## config.mk

```make
export PLATFORM = sky130hd
export DESIGN_NAME = prs_shaper
export DESIGN_NICKNAME = d
export VERILOG_FILES = /design/src/hdl/prs_shaper.v
export VERILOG_INCLUDE_DIRS = /design/src /design/src/inc
export SDC_FILE = /design/constraint.sdc
export NUM_CORES = 1
export LEC_CHECK = 0
export ABC_AREA = 1
export BUFFER_PORTS_ARGS = -buffer_cell sky130_fd_sc_hd__buf_4
export CAP_MARGIN = 40
export CORE_MARGIN = 2
export CORE_UTILIZATION = 40
export CTS_CLUSTER_SIZE = 30
export DETAILED_ROUTE_END_ITERATION = 8
export PLACE_DENSITY = 0.67
export SETUP_SLACK_MARGIN = 0.4
export SLEW_MARGIN = 10
export SYNTH_ARGS = -nofsm -noshare
export SYNTH_HDL_FRONTEND = slang
export SYNTH_SLANG_ARGS = --single-unit
```

## constraint.sdc

```tcl
create_clock -name CLK_I -period 5.37 [get_ports CLK_I]
set_clock_uncertainty 0.2 [all_clocks]
set_input_delay 0.537 -clock CLK_I [delete_from_list [all_inputs] [get_ports CLK_I]]
set_output_delay 0.537 -clock CLK_I [all_outputs]
set_load 0.05 [all_outputs]
```

## src/inc/prs_defs.vh

```
`ifndef PRS_DEFS_VH
`define PRS_DEFS_VH
`define PRS_ADDR_W 40
`define PRS_NC_BIT 39
`define PRS_MEM_TOP 40'h01FFFFFFFF
`define PRS_CSR_BASE 40'hFFFFF00000
`define PRS_CSR_MASK 40'hFFFFF00000
`define PRS_WRAP_LO 4
`define PRS_BEATS_BLK 3'h4
`define PRS_BEATS_NC 3'h2
`define PRS_CLS_MEM 2'h0
`define PRS_CLS_NC 2'h1
`define PRS_CLS_CSR 2'h2
`define PRS_CLS_BAD 2'h3
`define PRS_CMD_NONE 2'h0
`define PRS_CMD_RDMISS 2'h1
`define PRS_CMD_WRBLK 2'h2
`define PRS_CMD_VICTIM 2'h3
`endif

```

## src/hdl/prs_shaper.v

```verilog
`include "prs_defs.vh"

module prs_shaper (
  // clock and reset
  input wire CLK_I,
  input wire RST_N_I,
  // read requests from miss merger
  input wire RD_VALID_I,
  input wire [39:0] RD_ADDR_I,
  input wire [3:0] RD_QW_MASK_I,
  input wire RD_IFILL_I,
  input wire MEM_BARRIER_I,
  input wire IO_READ_NO_MERGE_I,
  // write requests from write buffer
  input wire WR_VALID_I,
  input wire [39:0] WR_ADDR_I,
  input wire [7:0] WR_LW_MASK_I,
  input wire WR_BARRIER_I,
  // victim and probe data requests
  input wire VIC_VALID_I,
  input wire [39:0] VIC_ADDR_I,
  input wire PRB_VALID_I,
  input wire [1:0] PRB_START_I,
  // system command port
  input wire CMD_READY_I,
  output wire CMD_VALID_O,
  output reg [1:0] CMD_TYPE_O,
  output reg [39:0] CMD_ADDR_O,
  output reg CMD_BLOCK64_O,
  output reg [3:0] CMD_QW_MASK_O,
  // data beat sequencing
  output reg BEAT_VALID_O,
  output reg [1:0] BEAT_UNIT_O,
  output reg [3:0] BEAT_LW_MASK_O,
  // request status
  output wire RD_READY_O,
  output wire WR_READY_O,
  output wire VIC_READY_O,
  output wire PRB_READY_O,
  output reg INTERNAL_HIT_O,
  output reg FILL_CACHEABLE_O,
  output reg FILL_ALL_VALID_O
);

  localparam ST_IDLE = 2'h0;
  localparam ST_CMD = 2'h1;
  localparam ST_BEAT = 2'h2;

  function [1:0] region;
    input [39:0] a;
    begin
      if ((a & `PRS_CSR_MASK) == `PRS_CSR_BASE)
        region = `PRS_CLS_CSR;
      else if (a[`PRS_NC_BIT])
        region = `PRS_CLS_NC;
      else if (a <= `PRS_MEM_TOP)
        region = `PRS_CLS_MEM;
      else
        region = `PRS_CLS_BAD;
    end
  endfunction

  function [1:0] wrap_unit;
    input [1:0] start;
    input [1:0] idx;
    begin
      wrap_unit = start ^ idx;
    end
  endfunction

  // addresses past the top of memory but below bit 39 act as memory
  function mem_like;
    input [1:0] cls;
    begin
      mem_like = (cls == `PRS_CLS_MEM) || (cls == `PRS_CLS_BAD);
    end
  endfunction

  function [2:0] beats_for;
    input mem;
    begin
      beats_for = mem ? `PRS_BEATS_BLK : `PRS_BEATS_NC;
    end
  endfunction

  // even beats carry the low half of the 32-byte mask
  function [3:0] lw_slice;
    input [7:0] mask;
    input odd;
    begin
      lw_slice = odd ? mask[7:4] : mask[3:0];
    end
  endfunction

  reg [1:0] st_q, st_d;
  reg [1:0] cmd_q;
  reg [39:0] addr_q;
  reg blk_q;
  reg [3:0] qw_q;
  reg [7:0] lw_q;
  reg [1:0] start_q;
  reg [2:0] beats_q;
  reg [2:0] idx_q;
  reg [1:0] last_miss_start_q;
  reg data_out_q;
  reg rd_merge_open_q;
  reg wr_merge_open_q;

  wire [1:0] rd_cls = region(RD_ADDR_I);
  wire [1:0] wr_cls = region(WR_ADDR_I);
  wire idle = (st_q == ST_IDLE);
  // control window hits are absorbed here and never queued
  wire rd_int = (rd_cls == `PRS_CLS_CSR);
  wire wr_int = (wr_cls == `PRS_CLS_CSR);
  wire rd_mem = mem_like(rd_cls);
  wire wr_mem = mem_like(wr_cls);
  // probes first, then victim, then reads, then writes
  assign PRB_READY_O = idle;
  assign VIC_READY_O = idle && !PRB_VALID_I;
  assign RD_READY_O = idle && !PRB_VALID_I && !VIC_VALID_I;
  assign WR_READY_O = RD_READY_O && !RD_VALID_I;
  assign CMD_VALID_O = (st_q == ST_CMD);

  wire take_prb = PRB_VALID_I && PRB_READY_O;
  wire take_vic = VIC_VALID_I && VIC_READY_O;
  wire take_rd = RD_VALID_I && RD_READY_O;
  wire take_wr = WR_VALID_I && WR_READY_O;
  wire beat_last = (idx_q == beats_q - 3'h1);

  always @* begin
    st_d = st_q;
    case (st_q)
      ST_IDLE: begin
        if (take_prb)
          st_d = ST_BEAT;
        else if (take_vic || (take_wr && !wr_int))
          st_d = ST_CMD;
        else if (take_rd && !rd_int)
          st_d = ST_CMD;
      end
      ST_CMD: begin
        if (CMD_READY_I)
          st_d = data_out_q ? ST_BEAT : ST_IDLE;
      end
      ST_BEAT: begin
        if (beat_last)
          st_d = ST_IDLE;
      end
      default: st_d = ST_IDLE;
    endcase
  end

  always @(posedge CLK_I or negedge RST_N_I) begin
    if (!RST_N_I) begin
      st_q <= ST_IDLE;
    end else begin
      st_q <= st_d;
    end
  end

  // barrier levels are only noted; merging itself is upstream
  always @(posedge CLK_I or negedge RST_N_I) begin
    if (!RST_N_I) begin
      rd_merge_open_q <= 1'b0;
      wr_merge_open_q <= 1'b0;
    end else begin
      rd_merge_open_q <= !(MEM_BARRIER_I || IO_READ_NO_MERGE_I);
      wr_merge_open_q <= !(MEM_BARRIER_I || WR_BARRIER_I);
    end
  end

  // start unit of the latest memory read miss, reused by victims
  always @(posedge CLK_I or negedge RST_N_I) begin
    if (!RST_N_I) begin
      last_miss_start_q <= 2'h0;
    end else if (take_rd && !rd_int && rd_mem) begin
      last_miss_start_q <= RD_ADDR_I[5:4];
    end
  end

  always @(posedge CLK_I or negedge RST_N_I) begin
    if (!RST_N_I) begin
      cmd_q <= `PRS_CMD_NONE;
      addr_q <= 40'h0000000000;
      blk_q <= 1'b0;
      qw_q <= 4'h0;
      lw_q <= 8'h00;
      start_q <= 2'h0;
      beats_q <= 3'h0;
      idx_q <= 3'h0;
      data_out_q <= 1'b0;
    end else begin
      if (st_q == ST_BEAT)
        idx_q <= beat_last ? 3'h0 : idx_q + 3'h1;
      if (take_prb) begin
        start_q <= PRB_START_I;
        beats_q <= `PRS_BEATS_BLK;
        lw_q <= 8'hFF;
        idx_q <= 3'h0;
      end else if (take_vic) begin
        cmd_q <= `PRS_CMD_VICTIM;
        addr_q <= VIC_ADDR_I;
        blk_q <= 1'b1;
        qw_q <= 4'hF;
        lw_q <= 8'hFF;
        start_q <= last_miss_start_q;
        beats_q <= `PRS_BEATS_BLK;
        data_out_q <= 1'b1;
        idx_q <= 3'h0;
      end else if (take_rd && !rd_int) begin
        cmd_q <= `PRS_CMD_RDMISS;
        addr_q <= RD_ADDR_I;
        data_out_q <= 1'b0;
        if (rd_mem) begin
          blk_q <= 1'b1;
          qw_q <= 4'hF;
        end else begin
          blk_q <= 1'b0;
          qw_q <= RD_IFILL_I ? 4'h0 : RD_QW_MASK_I;
        end
      end else if (take_wr && !wr_int) begin
        cmd_q <= `PRS_CMD_WRBLK;
        addr_q <= WR_ADDR_I;
        blk_q <= wr_mem;
        qw_q <= 4'h0;
        // uncached writes never exceed 32 bytes; blocks go out whole
        lw_q <= wr_mem ? 8'hFF : WR_LW_MASK_I;
        start_q <= 2'h0;
        beats_q <= beats_for(wr_mem);
        data_out_q <= 1'b1;
        idx_q <= 3'h0;
      end
    end
  end

  // command fields, one cycle behind the captured request
  always @(posedge CLK_I or negedge RST_N_I) begin
    if (!RST_N_I) begin
      CMD_TYPE_O <= `PRS_CMD_NONE;
      CMD_ADDR_O <= 40'h0000000000;
      CMD_BLOCK64_O <= 1'b0;
      CMD_QW_MASK_O <= 4'h0;
    end else begin
      CMD_TYPE_O <= cmd_q;
      CMD_ADDR_O <= addr_q;
      CMD_BLOCK64_O <= blk_q;
      CMD_QW_MASK_O <= qw_q;
    end
  end

  // data beats, one cycle behind the beat state
  always @(posedge CLK_I or negedge RST_N_I) begin
    if (!RST_N_I) begin
      BEAT_VALID_O <= 1'b0;
      BEAT_UNIT_O <= 2'h0;
      BEAT_LW_MASK_O <= 4'h0;
    end else begin
      BEAT_VALID_O <= (st_q == ST_BEAT);
      BEAT_UNIT_O <= wrap_unit(start_q, idx_q[1:0]);
      BEAT_LW_MASK_O <= lw_slice(lw_q, idx_q[0]);
    end
  end

  // absorbed control window accesses
  always @(posedge CLK_I or negedge RST_N_I) begin
    if (!RST_N_I) begin
      INTERNAL_HIT_O <= 1'b0;
    end else begin
      INTERNAL_HIT_O <= (take_rd && rd_int) || (take_wr && wr_int);
    end
  end

  // fill handling of the latest taken read
  always @(posedge CLK_I or negedge RST_N_I) begin
    if (!RST_N_I) begin
      FILL_CACHEABLE_O <= 1'b0;
      FILL_ALL_VALID_O <= 1'b0;
    end else if (take_rd) begin
      // bit-39 fills go to registers or icache only
      FILL_CACHEABLE_O <= rd_mem;
      FILL_ALL_VALID_O <= RD_IFILL_I || rd_mem;
    end
  end

  wire unused_ok = rd_merge_open_q ^ wr_merge_open_q;

endmodule // prs_shaper

```

==> summary.txt <==
Run status
  – Status: finished with violations
  – Violated checks: hold timing

Power and ir drop
  – Clock share of power: 26.7%
  – VDD IR max: 0.2177 mV
  – Combinational share of power: 39.5%
  – Sequential Power Share: 33.9%
  – Power Internal: 0.002632 W
  – Leakage: 3.941 nW
  – NetSw: 0.001797 W
  – Pwr/cell area: 575.9 mW/mm2
  – Total power draw: 0.004429 W
  – Switching part of the total power: 40.58%

Cells and area
  – Final nets: 957
  – Fin cells: 997
  – Final core utilization: 57.84%
  – # diodes: 0
  – Area grow syn2layout: 40.29%
  – Layout cells sized above 1: 32.28%
  – Register area: 0.003078 mm2
  – FILL cells: 1,200
  – Multi-input logic area: 0.002111 mm2

Clocking
  – Clock root buffer: clkbuf_16
  – CTS tree: built
  – Post-CTS Hold Fix Bufs: 0
  – Worst skew pair latency: 0.41 ns
  – Cts repair resizes: 0
  – Setup Fix Bufs, Post-CTS: 0
  – CTS buffer count: 17
  – Clock Path Buffers: 2
  – Clk slew on worst S/H paths: 0.05 ns
  – H-tree Lvls: 4
  – CTS sink count: 123

Synth
  – EDFF count, synth: 0
  – Main synth FF type: dfrtp_1
  – Adder-cell share of the synthesized area: 0.6848%
  – Syn Inst Count: 611
  – Synth async-reset ratio: 100.0%
  – Largest family of logic cells by synthesized area: simple AND/OR/NAND/NOR gates
  – Seq/Total Area, Yosys: 56.15%
  – Post-Synth XOR/XNOR Area: 0.6391%
  – Multiplexer share of the synthesized area: 0.8217%
  – Syn nets: 759
  – Synth Area in Compound Gates: 2.191%
  – Average size of a mapped cell: 8.971 um2
  – Post-Synth Simple-Gate Area: 34.17%
  – Seq cells post-synth: 123
  – Synthesis Warnings: 0
  – Mapped Area: 0.005482 mm2
  – Netlist cell types: 36

Timing
  – Slew Limit Fails: 0
  – Period utilisation layout: 68.67%
  – Slew @ Worst Pin: 0.8244 ns
  – Fin Setup TNS: 0 ns
  – Worst rel slew slack: 44.85%
  – Final min period: 3.688 ns
  – RSZ-0062 raised after global routing: no
  – Final Hold Viols: 7
  – Count of final setup violators: 0
  – Hold slack final: -0.01714 ns
  – Max Freq: 271.2 MHz

Setup path
  – WP data required: 5.51 ns
  – CP startpoint kind: input pin
  – CP Cell Sequence: buf_4, nand4_1, or3_1, o21ai_0, ha_1, inv_1, nand2_2, nand3_4, inv_4, nand2_1, nand2_1
  – Crit-path leading delay family: simple AND/OR/NAND/NOR gates
  – CP Data Arrival Time: 3.83 ns
  – Most common cell on crit path: nand2_1
  – Largest stage delay, worst path: 0.62 ns
  – Critical path's slowest cell: nand2_2
  – CP Class: input pin to flop
  – Number of buffers and inverters on the critical path: 3
  – Flop2flop setup slack: 2.30 ns
  – FF-to-FF Start: st_q[1]$_DFFE_PN0P_
  – RR Endpoint: addr_q[39]$_DFFE_PN0P_
  – CP endpoint kind: flop
  – Critical path fanouts, max: 46
  – Worst r2r path cells: 8

Drt
  – Pre-antenna DRT Iters: 5
  – Iter 0 DRT Violations: 293
  – Via count: 4,839
  – Wirelength, routed: 13,910 um
  – Drt wl/cell: 13.95 um
  – Post-DR vias/cell: 4.854
  – Remaining DRCs: 0
  – Final ANT Viol Nets: 0

Global routing
  – Global Route Usage Sum: 19.92%
  – Initial antenna violation count: 0
  – First-pass GRT wire length: 22,810 um
  – Global route overflow: 0
  – Pin count of the biggest net entering global routing: 83
  – Vias in the first global route: 4,813

Placed design
  – Placer Congestion: 0.7942
  – Hpwl dp: 10,140 um
  – Placed insts: 966
  – Input/output buffers: 203

Die
  – Number of top-level pins: 207
  – Die width: 121.1 um
  – Die ar.: 0.01466 mm2
  – Row cnt: 42
  – Initial Utilization: 41.23%
  – Core Box Area: 0.01330 mm2
  – Die Y: 121.1 um

Run
  – Count of maximum capacitance violations: 0

Min path
  – Hold/Removal Path Class: input pin to asynchronous set/reset pin
synthesized netlist by cell type, types with 3 or more instances:
cell type / instances / area [um2]
nand2_1: 213 / 799.5
or2_0: 4 / 25.02
a21oi_1: 6 / 30.03
nor2_4: 3 / 33.78
nor3_1: 3 / 15.01
inv_1: 23 / 86.33
nand4_1: 11 / 68.82
dfrtp_1: 123 / 3078
ha_1: 3 / 37.54
nor2_1: 34 / 127.6
or2_1: 26 / 162.7
xor2_1: 3 / 26.28
o21ai_0: 11 / 55.05
buf_6: 10 / 112.6
nand3_1: 85 / 425.4
clkbuf_1: 7 / 26.28
or2_2: 10 / 62.56
buf_2: 8 / 40.04
nand3_4: 3 / 52.55
mux2_2: 4 / 45.04
cell type report:
class                   instances  share of cell area (%)
flip-flops and latches        123                   40.03
multi-input cells             435                   27.45
repair buffers                205                   20.27
clock buffers                  19                   5.760
well taps                     176                   2.864
clock inverters                12                   2.245
inverters                      27                   1.383
power by group through the flow:
stage	Clock (W)	Combinational (W)	Sequential, W
6_report	0.00118	0.00175	0.00150
2_1_floorplan	0	0.000574	0.00214
4_1_cts	0.00120	0.00177	0.00150
3_3_place_gp	0	0.00174	0.00150
5_1_grt	0.00125	0.00189	0.00155
3_5_place_dp	0	0.00176	0.00151
routing by layer:
metal	track usage, %	part of all wire, %	vias to the layer above
li1	-	-	2359
met2	32.58	49	186
met1	25.26	42	2272
met4	7.340	1.7	0
met5	0	0	-
met3	5.498	7.8	22
layout by cell type, fill, tap and decap left out, types with 2 or more instances in the layout:
cell,n
clkinv_4,2
clkinv_2,4
nand3_1,85
nand2_1,213
clkinvlp_4,2
nor3_1,3
or2_1,26
dfrtp_1,123
xor2_1,3
nor2_4,3
nor4_1,2
o21bai_1,2
inv_2,2
nand3_4,3
or2_0,4
mux2_2,4
nor2_1,34
buf_4,204
clkbuf_16,17
or2_2,10
inv_4,2
or3_1,2
nand4_1,11
a21oi_1,6
o21ai_0,11
bufinv_16,4
inv_1,23
ha_1,3
stage by stage:
stage / setup slack [ns] / cell area (um2) / hold WS (ns)
2_1_floorplan: 2.995 / 5482 / 0.04141
3_3_place_gp: 1.256 / 7047 / 0.1598
3_5_place_dp: 1.198 / 7074 / 0.1608
4_1_cts: 1.629 / 7690 / 0.02129
5_1_grt: 1.352 / 7690 / 0.05678
6_report: 1.682 / 7690 / -0.01714
cell families (layout without fill, tap and decap cells):
logic type	Yosys count	after routing
compound gates	22	22
buf+inv	53	263
flops	123	123
xor+xnor	4	4
fa+ha+maj	3	3
simple gates	402	402
mux	4	4
state kept, by name, indices dropped and copies added (netlist names):
name / count
last_miss_start_q: 2
BEAT_VALID_O: 1
BEAT_UNIT_O: 2
lw_q: 8
start_q: 2
st_q: 2
addr_q: 40
FILL_ALL_VALID_O: 1
CMD_TYPE_O: 2
CMD_BLOCK64_O: 1
CMD_ADDR_O: 40
INTERNAL_HIT_O: 1
CMD_QW_MASK_O: 4
FILL_CACHEABLE_O: 1
idx_q: 3
cmd_q: 2
blk_q: 1
qw_q: 4
beats_q: 2
BEAT_LW_MASK_O: 4
worst reg2reg max path: stages, from the launching register on:
cell and delay (ns):
dfrtp_1 0.41, nor2_4 0.25, nand3_4 0.13, nor2_2 0.19
nand2_2 0.51, nand3_4 0.69, inv_4 0.36, nand2_1 0.15
nand2_1 0.07
worst max-delay path by stage:
stage	from	endpoint	depth (start not counted)
floorplan	RD_ADDR_I[30]	st_q[0]$_DFFE_PN0P_	10
global placement	RD_ADDR_I[30]	st_q[0]$_DFFE_PN0P_	10
detailed placement	RD_ADDR_I[30]	st_q[0]$_DFFE_PN0P_	10
CTS	RD_ADDR_I[30]	addr_q[21]$_DFFE_PN0P_	11
global route	RD_ADDR_I[30]	addr_q[18]$_DFFE_PN0P_	11
finish	RD_ADDR_I[30]	addr_q[39]$_DFFE_PN0P_	11
No activity file was read; power rests on OpenSTA's default activity.
